[config.mk]
export PLATFORM = sky130hd
export DESIGN_NAME = brpf_prefetch_ctrl
export DESIGN_NICKNAME = d
export VERILOG_FILES = /design/src/brpf_pkg.sv /design/src/brpf_fifo.sv /design/src/brpf_prefetch_ctrl.sv
export VERILOG_INCLUDE_DIRS = /design/src
export SDC_FILE = /design/constraint.sdc
export NUM_CORES = 1
export LEC_CHECK = 0
export BUFFER_PORTS_ARGS = -buffer_cell sky130_fd_sc_hd__buf_2
export CAP_MARGIN = 20
export CORE_MARGIN = 2
export CORE_UTILIZATION = 30
export DETAILED_ROUTE_END_ITERATION = 8
export PLACE_DENSITY = 0.55
export SYNTH_ARGS = -nofsm -noshare
export SYNTH_HDL_FRONTEND = slang
export SYNTH_SLANG_ARGS = --single-unit
[constraint.sdc]
create_clock -name i_clk -period 18.4 [get_ports i_clk]
set_clock_uncertainty 0.15 [all_clocks]
set_input_delay 1.84 -clock i_clk [delete_from_list [all_inputs] [get_ports i_clk]]
set_output_delay 1.84 -clock i_clk [all_outputs]
set_load 0.01 [all_outputs]
[src/brpf_defines.svh]
`ifndef BRPF_DEFINES_SVH
`define BRPF_DEFINES_SVH

// ==========================================================================
// configuration space offsets (byte addresses)
`define BRPF_OFF_SEC_INC_PREFETCH 8'h4b
`define BRPF_OFF_PRI_MAX_PREFETCH 8'h4c
`define BRPF_OFF_SEC_MAX_PREFETCH 8'h4d

// ==========================================================================
// field positions
`define BRPF_SEC16_BIT 1
`define BRPF_INC_MSB 5
`define BRPF_INC_LSB 2
`define BRPF_MAX_MSB 5
`define BRPF_MAX_WR_LSB 1

// ==========================================================================
// reset values
`define BRPF_SEC_INC_RESET 8'h00
`define BRPF_MAX_RESET 8'h20

// ==========================================================================
// sizing constants: doubleword amounts, a line count and the queue depth
`define BRPF_MAX_ZERO_DWORDS 7'h40
`define BRPF_INC_UNIT_DWORDS 4
`define BRPF_SIXTEEN_LINES 5'h10
`define BRPF_FIFO_DEPTH 32

`endif

[src/brpf_pkg.sv]
package brpf_pkg;
  // which bus a prefetch request serves
  typedef enum logic {BRPF_PORT_PRI, BRPF_PORT_SEC} brpf_port_e;
  // doubleword amount of one prefetch request
  typedef logic [11:0] brpf_dwords_t;
  // kind of request the sizing logic produced
  typedef enum logic [1:0] {BRPF_KIND_NONE, BRPF_KIND_INITIAL, BRPF_KIND_INCREMENT} brpf_kind_e;
endpackage

[src/brpf_fifo.sv]
`timescale 1ns/1ps
`default_nettype none
module brpf_fifo #(
  parameter int WIDTH = 13,
  parameter int DEPTH = 32
) (
  input wire logic i_clk,
  input wire logic i_rstn,
  input wire logic i_valid,
  output logic o_ready,
  input wire logic [WIDTH-1:0] i_data,
  output logic o_valid,
  input wire logic i_ready,
  output logic [WIDTH-1:0] o_data
);
  localparam int AW = $clog2(DEPTH);
  logic [WIDTH-1:0] mem_reg [DEPTH];
  logic [AW-1:0] wr_ptr_reg;
  logic [AW-1:0] rd_ptr_reg;
  logic [AW:0] count_reg;
  logic push;
  logic pop;
  logic load_out;

  // ==========================================================================
  // flow control; the output register is one extra stage of storage
  assign o_ready = (count_reg != (AW+1)'(DEPTH));
  assign load_out = !o_valid || i_ready;
  assign pop = load_out && (count_reg != '0);
  assign push = i_valid && o_ready && !(load_out && count_reg == '0);

  // storage array written by index
  always_ff @(posedge i_clk)
  begin
    if (push)
      mem_reg[wr_ptr_reg] <= i_data;
  end

  // pointers and fill level
  always_ff @(posedge i_clk or negedge i_rstn)
  begin
    if (!i_rstn)
    begin
      wr_ptr_reg <= '0;
      rd_ptr_reg <= '0;
      count_reg <= '0;
    end
    else
    begin
      if (push)
        wr_ptr_reg <= (wr_ptr_reg == AW'(DEPTH-1)) ? '0 : wr_ptr_reg + 1'b1;
      if (pop)
        rd_ptr_reg <= (rd_ptr_reg == AW'(DEPTH-1)) ? '0 : rd_ptr_reg + 1'b1;
      if (push && !pop)
        count_reg <= count_reg + 1'b1;
      else if (pop && !push)
        count_reg <= count_reg - 1'b1;
    end
  end

  // registered output stage, bypassed straight from input when array is empty
  always_ff @(posedge i_clk or negedge i_rstn)
  begin
    if (!i_rstn)
    begin
      o_valid <= 1'b0;
      o_data <= '0;
    end
    else if (load_out)
    begin
      if (count_reg != '0)
      begin
        o_valid <= 1'b1;
        o_data <= mem_reg[rd_ptr_reg];
      end
      else
      begin
        o_valid <= i_valid;
        o_data <= i_data;
      end
    end
  end
endmodule
`default_nettype wire

[src/brpf_prefetch_ctrl.sv]
`include "brpf_defines.svh"
`timescale 1ns/1ps
`default_nettype none
module brpf_prefetch_ctrl #(
  parameter int FIFO_DEPTH = `BRPF_FIFO_DEPTH
) (
  input wire logic i_clk,
  input wire logic i_rstn,
  input wire logic i_cfg_wr,
  input wire logic i_cfg_rd,
  input wire logic [7:0] i_cfg_addr,
  input wire logic [7:0] i_cfg_wdata,
  output logic [7:0] o_cfg_rdata,
  output logic o_cfg_rvalid,
  input wire logic [1:0] i_secondary_initial_prefetch,
  input wire logic [7:0] i_cache_line_size_reg,
  input wire logic i_sec_pcix_mode,
  input wire logic i_p2p_bridging,
  input wire logic i_pri_flow_through,
  input wire logic i_sec_flow_through,
  input wire logic i_pri_read_start,
  input wire logic i_sec_read_start,
  input wire logic i_pri_consume,
  input wire logic i_sec_consume,
  input wire logic i_pri_done,
  input wire logic i_sec_done,
  output logic o_req_valid,
  input wire logic i_req_ready,
  output brpf_pkg::brpf_port_e o_req_port,
  output brpf_pkg::brpf_dwords_t o_req_dwords
);
  import brpf_pkg::*;

  logic [7:0] sec_inc_reg;
  logic [7:0] pri_max_reg;
  logic [7:0] sec_max_reg;
  logic pri_pend_reg;
  logic sec_pend_reg;
  logic pri_act_reg;
  logic sec_act_reg;
  brpf_dwords_t pri_rem_reg;
  brpf_dwords_t sec_rem_reg;
  brpf_dwords_t pri_cum_reg;
  brpf_dwords_t sec_cum_reg;
  logic [6:0] pri_max_dw;
  logic [6:0] sec_max_dw;
  logic [3:0] inc_code;
  brpf_dwords_t inc_dw;
  logic inc_allowed;
  logic inc_due;
  logic pri_capped;
  logic sec_capped;
  brpf_dwords_t pri_init_amt;
  brpf_dwords_t sec_init_amt;
  brpf_dwords_t inc_amt;
  brpf_kind_e sel_kind;
  brpf_port_e sel_port;
  brpf_dwords_t sel_amt;
  logic fifo_in_ready;
  logic push;
  logic [12:0] fifo_out;

  // ==========================================================================
  // decoding helpers

  // maximum field to doublewords; zero means 64 doublewords (256 bytes)
  function automatic logic [6:0] max_dwords(input logic [7:0] field);
    logic [5:0] v;
    v = field[`BRPF_MAX_MSB:0];
    if (v == 6'h00)
      return `BRPF_MAX_ZERO_DWORDS;
    else
      return {1'b0, v};
  endfunction

  // sixteen-line enable bit of the secondary incremental register
  function automatic logic sixteen_en(input logic [7:0] field);
    return field[`BRPF_SEC16_BIT];
  endfunction

  // limit an amount to the room left under the maximum when capping applies
  function automatic brpf_dwords_t cap_amount(input brpf_dwords_t amt, input brpf_dwords_t cum,
                                              input logic [6:0] max_dw, input logic capped);
    brpf_dwords_t lim;
    brpf_dwords_t room;
    lim = {5'h00, max_dw};
    room = (cum >= lim) ? '0 : lim - cum;
    if (capped && amt > room)
      return room;
    else
      return amt;
  endfunction

  // remaining count after a push and a consume in the same cycle
  function automatic brpf_dwords_t next_rem(input brpf_dwords_t rem, input logic add,
                                            input brpf_dwords_t amt, input logic take);
    brpf_dwords_t r;
    r = add ? rem + amt : rem;
    if (take && r != '0)
      r = r - 12'h001;
    return r;
  endfunction

  // ==========================================================================
  // configuration registers

  // byte writes; read-only and reserved bits stay zero
  always_ff @(posedge i_clk or negedge i_rstn)
  begin
    if (!i_rstn)
    begin
      sec_inc_reg <= `BRPF_SEC_INC_RESET;
      pri_max_reg <= `BRPF_MAX_RESET;
      sec_max_reg <= `BRPF_MAX_RESET;
    end
    else if (i_cfg_wr)
    begin
      case (i_cfg_addr)
        `BRPF_OFF_SEC_INC_PREFETCH:
          sec_inc_reg <= {2'b00, i_cfg_wdata[`BRPF_INC_MSB:`BRPF_SEC16_BIT], 1'b0};
        `BRPF_OFF_PRI_MAX_PREFETCH:
          pri_max_reg <= {2'b00, i_cfg_wdata[`BRPF_MAX_MSB:`BRPF_MAX_WR_LSB], 1'b0};
        `BRPF_OFF_SEC_MAX_PREFETCH:
          sec_max_reg <= {2'b00, i_cfg_wdata[`BRPF_MAX_MSB:`BRPF_MAX_WR_LSB], 1'b0};
        default:
          ;
      endcase
    end
  end

  // registered read data, one cycle after the strobe; unmapped reads give zero
  always_ff @(posedge i_clk or negedge i_rstn)
  begin
    if (!i_rstn)
    begin
      o_cfg_rdata <= 8'h00;
      o_cfg_rvalid <= 1'b0;
    end
    else
    begin
      o_cfg_rvalid <= i_cfg_rd;
      if (i_cfg_rd)
      begin
        case (i_cfg_addr)
          `BRPF_OFF_SEC_INC_PREFETCH: o_cfg_rdata <= sec_inc_reg;
          `BRPF_OFF_PRI_MAX_PREFETCH: o_cfg_rdata <= pri_max_reg;
          `BRPF_OFF_SEC_MAX_PREFETCH: o_cfg_rdata <= sec_max_reg;
          default: o_cfg_rdata <= 8'h00;
        endcase
      end
    end
  end

  // ==========================================================================
  // request sizing

  // decoded limits and incremental amount
  assign pri_max_dw = max_dwords(pri_max_reg);
  assign sec_max_dw = max_dwords(sec_max_reg);
  assign inc_code = sec_inc_reg[`BRPF_INC_MSB:`BRPF_INC_LSB];
  assign inc_dw = brpf_dwords_t'(inc_code) * brpf_dwords_t'(`BRPF_INC_UNIT_DWORDS);
  assign inc_allowed = !i_sec_pcix_mode && (inc_code != 4'h0)
                       && (inc_dw <= brpf_dwords_t'(sec_max_dw >> 1));
  assign pri_capped = i_p2p_bridging && !i_pri_flow_through;
  assign sec_capped = i_p2p_bridging && !i_sec_flow_through;

  // initial amounts: primary always its full maximum
  always_comb
  begin
    logic [4:0] lines;
    lines = 5'h00;
    pri_init_amt = cap_amount({5'h00, pri_max_dw}, pri_cum_reg, pri_max_dw, pri_capped);
    if (sixteen_en(sec_inc_reg))
      lines = `BRPF_SIXTEEN_LINES;
    else
      lines = 5'h01 << i_secondary_initial_prefetch;
    if (i_sec_pcix_mode)
      sec_init_amt = brpf_dwords_t'(lines) * brpf_dwords_t'(i_cache_line_size_reg);
    else
      sec_init_amt = {5'h00, sec_max_dw};
    sec_init_amt = cap_amount(sec_init_amt, sec_cum_reg, sec_max_dw, sec_capped);
  end

  // incremental refill when the entry runs low
  assign inc_due = inc_allowed && sec_act_reg && !sec_pend_reg
                   && (sec_rem_reg < inc_dw);
  assign inc_amt = cap_amount(inc_dw, sec_cum_reg, sec_max_dw, sec_capped);

  // one request per cycle: primary initial, then secondary initial, then increment
  always_comb
  begin
    sel_kind = BRPF_KIND_NONE;
    sel_port = BRPF_PORT_PRI;
    sel_amt = '0;
    if (pri_pend_reg)
    begin
      sel_kind = BRPF_KIND_INITIAL;
      sel_amt = pri_init_amt;
    end
    else if (sec_pend_reg)
    begin
      sel_kind = BRPF_KIND_INITIAL;
      sel_port = BRPF_PORT_SEC;
      sel_amt = sec_init_amt;
    end
    else if (inc_due && inc_amt != '0)
    begin
      sel_kind = BRPF_KIND_INCREMENT;
      sel_port = BRPF_PORT_SEC;
      sel_amt = inc_amt;
    end
  end

  // a zero-sized initial request retires without entering the queue
  assign push = (sel_kind != BRPF_KIND_NONE) && (sel_amt != '0) && fifo_in_ready;

  // ==========================================================================
  // entry tracking

  // pending initial requests; a fresh start wins over the retire
  always_ff @(posedge i_clk or negedge i_rstn)
  begin
    if (!i_rstn)
    begin
      pri_pend_reg <= 1'b0;
      sec_pend_reg <= 1'b0;
    end
    else
    begin
      if (i_pri_read_start)
        pri_pend_reg <= 1'b1;
      else if (pri_pend_reg && (fifo_in_ready || pri_init_amt == '0))
        pri_pend_reg <= 1'b0;
      if (i_sec_read_start)
        sec_pend_reg <= 1'b1;
      else if (!pri_pend_reg && sec_pend_reg && (fifo_in_ready || sec_init_amt == '0))
        sec_pend_reg <= 1'b0;
    end
  end

  // entry active flags
  always_ff @(posedge i_clk or negedge i_rstn)
  begin
    if (!i_rstn)
    begin
      pri_act_reg <= 1'b0;
      sec_act_reg <= 1'b0;
    end
    else
    begin
      if (i_pri_read_start)
        pri_act_reg <= 1'b1;
      else if (i_pri_done)
        pri_act_reg <= 1'b0;
      if (i_sec_read_start)
        sec_act_reg <= 1'b1;
      else if (i_sec_done)
        sec_act_reg <= 1'b0;
    end
  end

  // remaining and cumulative doublewords per entry
  always_ff @(posedge i_clk or negedge i_rstn)
  begin
    if (!i_rstn)
    begin
      pri_rem_reg <= '0;
      sec_rem_reg <= '0;
      pri_cum_reg <= '0;
      sec_cum_reg <= '0;
    end
    else
    begin
      if (i_pri_read_start || i_pri_done)
      begin
        pri_rem_reg <= '0;
        pri_cum_reg <= '0;
      end
      else
      begin
        pri_rem_reg <= next_rem(pri_rem_reg, push && sel_port == BRPF_PORT_PRI, sel_amt,
                                i_pri_consume);
        if (push && sel_port == BRPF_PORT_PRI)
          pri_cum_reg <= pri_cum_reg + sel_amt;
      end
      if (i_sec_read_start || i_sec_done)
      begin
        sec_rem_reg <= '0;
        sec_cum_reg <= '0;
      end
      else
      begin
        sec_rem_reg <= next_rem(sec_rem_reg, push && sel_port == BRPF_PORT_SEC, sel_amt,
                                i_sec_consume);
        if (push && sel_port == BRPF_PORT_SEC)
          sec_cum_reg <= sec_cum_reg + sel_amt;
      end
    end
  end

  // ==========================================================================
  // request queue toward the prefetch datapath

  // request word is {port, doublewords}
  brpf_fifo #(
    .WIDTH(13),
    .DEPTH(FIFO_DEPTH)
  ) u_req_fifo (
    .i_clk(i_clk),
    .i_rstn(i_rstn),
    .i_valid(push),
    .o_ready(fifo_in_ready),
    .i_data({sel_port, sel_amt}),
    .o_valid(o_req_valid),
    .i_ready(i_req_ready),
    .o_data(fifo_out)
  );

  // split the queue word onto the output ports
  assign o_req_port = brpf_port_e'(fifo_out[12]);
  assign o_req_dwords = fifo_out[11:0];
endmodule
`default_nettype wire

* Yosys cells after proc, flatten, opt, wreduce, memory -nomap -nowiden
Memories as Yosys holds them, arrays and structs flattened.
Cells that the tools add are included.
W data, S select, Z words.
** Cells by class
- $add $sub $neg :: 10
- Multiply operators :: 1
- Divide/modulo/power cells :: 0
- Magnitude comparators :: 7
- Equality and inequality tests :: 6
- Shifts and indexed selects :: 1
- Mux-type cells :: 40
- Bitwise gates (word level) :: 1
- Reduce and logical (&&, ||, !) cells :: 59
** Operators by type and width (count)
- $mux W12 :: 16
- $add A12 B12 Y12 :: 3
- $reduce_bool A12 Y1 :: 3
- $logic_and A1 B1 Y1 :: 25
- $eq A8 B7 Y1 const B :: 3
- $ge A12 B7 Y1 :: 2
- $logic_not A12 Y1 :: 2
- $sub A7 B12 Y12 :: 2
- $logic_not A6 Y1 :: 3
- $pmux W6 S3 :: 1
- $mux W5 :: 3
- $mux W7 :: 2
- $reduce_bool A2 Y1 :: 7
- $mux W13 :: 1
- $gt A12 B12 Y1 :: 1
- $gt A6 B12 Y1 :: 1
- $gt A7 B12 Y1 :: 1
- $lt A12 B6 Y1 :: 1
- $mul A5 B8 Y12 :: 1
- $mux W1 :: 12
- $mux W6 :: 2
- $sub A12 B1 Y12 const B :: 1
- $add A5 B1 Y5 const B :: 2
- $eq A5 B5 Y1 const B :: 2
- 12 further kinds :: 28
** Storage, ports and cells
- Register bits after elaboration :: 93
- Bits in latches :: 0
- Bits in writable memories :: 416
- ROM bits :: 0
- Input bits :: 41
- Output and inout bits :: 23
- Memories kept :: 1
** Memories
- u_req_fifo.mem_reg :: depth 32, width 13, read ports 1, clocked after Yosys merged registers in 0, wr ports 1, line brpf_fifo.sv:17 : logic [WIDTH-1:0] mem_reg [DEPTH];

* Depth between registers and ports, before layout
- Depth in word-level cells :: 21
- Gate-level depth with buffers :: 39
- Mapped depth without buffers :: 38

* Hierarchy
From an unflattened synthesis, not the netlist that was laid out.
** Unflattened totals
- Cells, all modules :: 1842
- Area, all modules :: 25553.3 um^2
** Modules (own cells, without submodules)
- brpf_fifo :: times used 1, cells each 858, area an instance 17546.8 um^2, sequential area each 13242.7 um^2
- brpf_prefetch_ctrl :: times used 1, cells each 984, area an instance 8006.4 um^2, sequential area each 1503.9 um^2

* Least setup slack after synthesis
Ideal clock, no wire load.
- Kind :: input to register
- From :: in i_secondary_initial_prefetch[1]
- To :: reg sec_rem_reg[1]
- Setup time :: 0.072 ns
- Arrival time :: 11.198 ns
- Data required time :: 18.178 ns
- Setup slack :: 6.979 ns
- Cell stages on the path :: 34
- Path buffers :: 0
- Cell sequence :: nor3b_1 nand2_1 fa_1 fa_1 fa_1 inv_1 ha_1 o21ai_0 o21ai_0 a31o_2 and4_1 nor3_1 ha_1 nand4_1 o221ai_1 o21ai_1 mux2i_1 a21oi_1 a21boi_0 ha_1 inv_1 fa_1 nor2b_1 o21ai_0 a21boi_0 o21ai_0 a21oi_1 xnor2_1 nor3b_1 nand4b_1 mux2i_1 a21o_1 mux2_2 nor2_1
** On the way
- Cells in the longest elaborated chain, start to end :: 18
** RTL lines
- start, declared :: line brpf_prefetch_ctrl.sv:15 : input wire logic [1:0] i_secondary_initial_prefetch,
- $shl A1 B2 Y5 (*) :: line brpf_prefetch_ctrl.sv:176 : lines = 5'h01 << i_secondary_initial_prefetch;
- $mux W5 (*) :: line brpf_prefetch_ctrl.sv:173 : if (sixteen_en(sec_inc_reg))
- $mul A5 B8 Y12 (*) :: line brpf_prefetch_ctrl.sv:178 : sec_init_amt = brpf_dwords_t'(lines) * brpf_dwords_t'(i_cache_line_size_reg);
- $mux W12 (*) :: line brpf_prefetch_ctrl.sv:177 : if (i_sec_pcix_mode)
- $gt A12 B12 Y1 :: line brpf_prefetch_ctrl.sv:88 : if (capped && amt > room)
- $logic_and A1 B1 Y1 :: line brpf_prefetch_ctrl.sv:88
- $mux W12 (*) :: line brpf_prefetch_ctrl.sv:88
- $mux W12 (*) :: line brpf_prefetch_ctrl.sv:200 : else if (sec_pend_reg)
- $mux W12 (*) :: line brpf_prefetch_ctrl.sv:195 : if (pri_pend_reg)
- via sel_amt[0] :: line brpf_prefetch_ctrl.sv:58 : brpf_dwords_t sel_amt;
- parallel branches: the longest is 4 deep, another holds $add A12 B12 Y12
- $mux W12 (*) :: line brpf_prefetch_ctrl.sv:98 : r = add ? rem + amt : rem;
- parallel branches: the longest is 2 deep, another holds $sub A12 B1 Y12
- $mux W12 (*) :: line brpf_prefetch_ctrl.sv:99 : if (take && r != '0)
- $mux W12 (*) :: line brpf_prefetch_ctrl.sv:286 : if (i_sec_read_start || i_sec_done)
- end signal, assigned :: line brpf_prefetch_ctrl.sv:293 : sec_rem_reg <= next_rem(sec_rem_reg, push && sel_port == BRPF_PORT_SEC, sel_amt,
- end, declared :: line brpf_prefetch_ctrl.sv:42 : brpf_dwords_t sec_rem_reg;
Mark *: on every way through the listed nets, which the timed path passes.
A chain may end at the register's enable or synchronous reset.

* Worst setup path in the final report
- From :: in i_secondary_initial_prefetch[0]
- To :: reg sec_rem_reg[1]
Same word-level chain as after synthesis.

==> impl_results.md <==
* Die W at roughly 300 µm
* Status: finished, final reports clean
* Root Driver: clkbuf_16
* Ys async rst share at 0.1779
* Total setup buffers inserted after CTS at 0
* Number of global-route vias before repair at around 16000
* Final period util at 0.6487
* CP Capture Type: register
* Aggregate global routing overflow at 0
* Slowest-stage cell, CP: nor3b_1
* CP Launch Point: i_secondary_initial_prefetch[0]
* Io pins at 64
* Clock Sinks at slightly above 500
* Fraction of layout cells with a size suffix above 1 at 0.1968
* Fmax at 83.78 MHz
* Core area at around 84000 µm²
* Drt wl/cell at 19.91 µm
* Row cnt at 106
* Total power at ~3.7 mW
* Synth-to-Final Area Change at 14.70%
* Initial antenna violation count at 3
* Ys flop type: edfxtp_1
* Synth area leaders: edfxtp_1 (49%), mux4_2 (11%), dfrtp_1 (8.6%)
* Gp weighted congestion at about 0.85
* Final setup violation count at 0
* # resized after CTS at 0
* Reg clk slew, reported paths at 0.06 ns
* Clock Tree Buf Depth at 3
* TritonCTS Buffers at 54
* Total Wirelength at about 61000 µm
* N_diodes at 0
* Largest register FFs at between 400 and 500
* Global-route wire length before repair at 93680 µm
* Max Slew Vio Count at 0
* Seq/Total Area, Yosys at 0.5790
* Clock period minus worst slack at about 12 ns
* Mapped Cells at 1820
* Detailed Route Iter0 Violations at 1084
* RSZ-0062 raised after global routing: no
* Synth cell types at 76
* CP Launch Type: input pin
* Critical path's most frequent cell: fa_1
* TritonCTS clock tree: done
* H-tree depth reported by CTS at 2
* Max-cap violations at 0
* Worst-path maximum fanout at 20
* GRT Resource Usage Total at 0.1410
* # port buffers at 56
* Slew Limit Headroom at 0.2832
* Number of synthesized flops with an enable pin at between 400 and 500
* Leading area contributor after synthesis: edfxtp_1
* Reg2Reg Setup Slack at approximately 7 ns
* Syn avg cell area at between 10 and 15 µm²
* Hold Crit Class: register to register
* Initial cell density of the core at 0.3039
* Reg-to-Reg End: sec_rem_reg[1]$_DFF_PN0_
* Slew @ Worst Pin at between 1 and 1.5 ns
* Number of remaining DRC errors at 0
* Static leakage at between 10 and 15 nW
* Vias at between 15000 and 20000
* Antenna viol nets, final at 0
* Post-layout net count at ~2100
* Kind of critical path: input pin to register
* Critical Path AT at around 12 ns
* Post-synth top area share at 0.4904
* Mapped Area at 25470 µm²
* Via density at roughly 5
* Die area at around 87000 µm²
* Pin count of the biggest net entering global routing at 63
* FF-to-FF path depth at 35
* HPWL Detailed at 40800 µm
* Final hold vios at 0
* # hold bufs at CTS at 0
* Launching point of the worst reg2reg path: sec_inc_reg[1]$_DFFE_PN0P_
* Die height at between 200 and 300 µm
* Setup_tns at 0 ns
* Critical path's largest stage delay at 0.67 ns
* Synth warnings at 0
* P per Cell Area at 125.7 nW/µm²
* IR Drop Worst-Case VDD at a little over 70 µV
* Layout fillers at 8134
* #FFs+latches synth at 506
* Drt pass-1 iters at 7
* CP Data Required Time at between 15 and 20 ns
* Clk_lat worst skew at approximately 0.6 ns
* Worst Setup EP: sec_rem_reg[1]$_DFF_PN0_
## power breakdown
part           leakage (nW)  internal, mW  switching, mW
Combinational          4.94         0.469          0.596
Sequential             4.98          1.40          0.121
Clock                 0.862         0.629          0.452
Total                  10.8          2.50           1.17
## Yosys cell counts (34+ instances only)
master,n
mux4_2,130
dfrtp_1,88
edfxtp_1,416
a21oi_1,106
mux2i_1,45
nand2_1,104
clkbuf_1,52
o21ai_0,67
ha_1,109
inv_1,93
nor2_1,153
and2_1,34
## layout make-up
cell class	instances	area (µm²)	area share
clock buffer	70	1484	0.05079
clock inverter	30	296.5	0.01015
inverter	93	349.1	0.01195
multi-input combinational	1141	10160	0.3479
sequential	506	14760	0.5051
tap	1134	1419	0.04857
timing repair buffer	111	748.2	0.02561
## per-layer routing
layer  vias up  part of all wire  global-route usage
met3       106             0.048             0.01902
met1      7722              0.46              0.2023
met4         2             0.031             0.04606
met5         -           0.00021                   0
met2       389              0.46              0.2205
li1       7116                 -                   -
## cells by family after synthesis
logic type                 Yosys count  share of synthesized area
DFF                                506                     0.5790
muxes                              197                     0.1424
other                                2                  0.0002948
xor gates and xnor gates            48                    0.01705
buffers and inverters              176                    0.02687
AOI/OAI and AO/OA                  301                    0.07452
and+or+nand+nor                    458                    0.08832
adders and majority gates          132                    0.07162
## worst min path at each step
stage / from / end / slack (ns) / depth (start not counted)
floorplan: sec_act_reg$_DFFE_PN0N_ / sec_act_reg$_DFFE_PN0N_ / 0.30 / 1
detailed placement: u_req_fifo.o_data[11]$_DFFE_PN0P_ / u_req_fifo.o_data[11]$_DFFE_PN0P_ / 0.32 / 2
global placement: u_req_fifo.o_data[11]$_DFFE_PN0P_ / u_req_fifo.o_data[11]$_DFFE_PN0P_ / 0.31 / 2
finish: u_req_fifo.o_data[11]$_DFFE_PN0P_ / u_req_fifo.o_data[11]$_DFFE_PN0P_ / 0.33 / 2
global route: u_req_fifo.o_data[11]$_DFFE_PN0P_ / u_req_fifo.o_data[11]$_DFFE_PN0P_ / 0.36 / 2
CTS: u_req_fifo.o_data[11]$_DFFE_PN0P_ / u_req_fifo.o_data[11]$_DFFE_PN0P_ / 0.33 / 2
## worst max-delay path: cells and delay by family
kind	cells	cell delay, ns
AO/OA/AOI/OAI	12	3.63
adder cells (fa/ha/maj)	7	2.79
AND/OR/NAND/NOR	9	2.39
multiplexers	3	1.02
buffers and inverters	4	0.45
XOR/XNOR	1	0.18
## metrics by stage
stage	worst slack (ns)	std cells	cell area (µm²)	hold WS [ns]	util
finish	6.464	3085	29210	0.3273	0.3485
global route	5.884	3085	29210	0.3560	0.3485
CTS	6.266	3082	29140	0.3301	0.3476
detailed placement	5.701	2982	27360	0.3163	0.3264
global placement	5.874	2982	27360	0.3115	0.3264
floorplan	6.979	1823	25480	0.3002	-
## placed cells by master (no fill, tap or decap), drive strengths merged, types with 10 or more instances in the layout
cell    count
nand2     104
o21ai      68
or3        12
fa         23
or4        10
a21oi     108
clkinv     19
edfxtp    416
inv        96
mux4      130
xor2       14
nor2      153
xnor2      33
o21bai     12
buf       111
and2       34
mux2i      45
nand3      20
ha        109
clkbuf     70
a21o       24
nor2b      15
or2        12
mux2       22
nor3       29
a211oi     11
nand4      10
nor3b      16
dfrtp      88
Note: power is estimated with default switching activity, not from simulation.
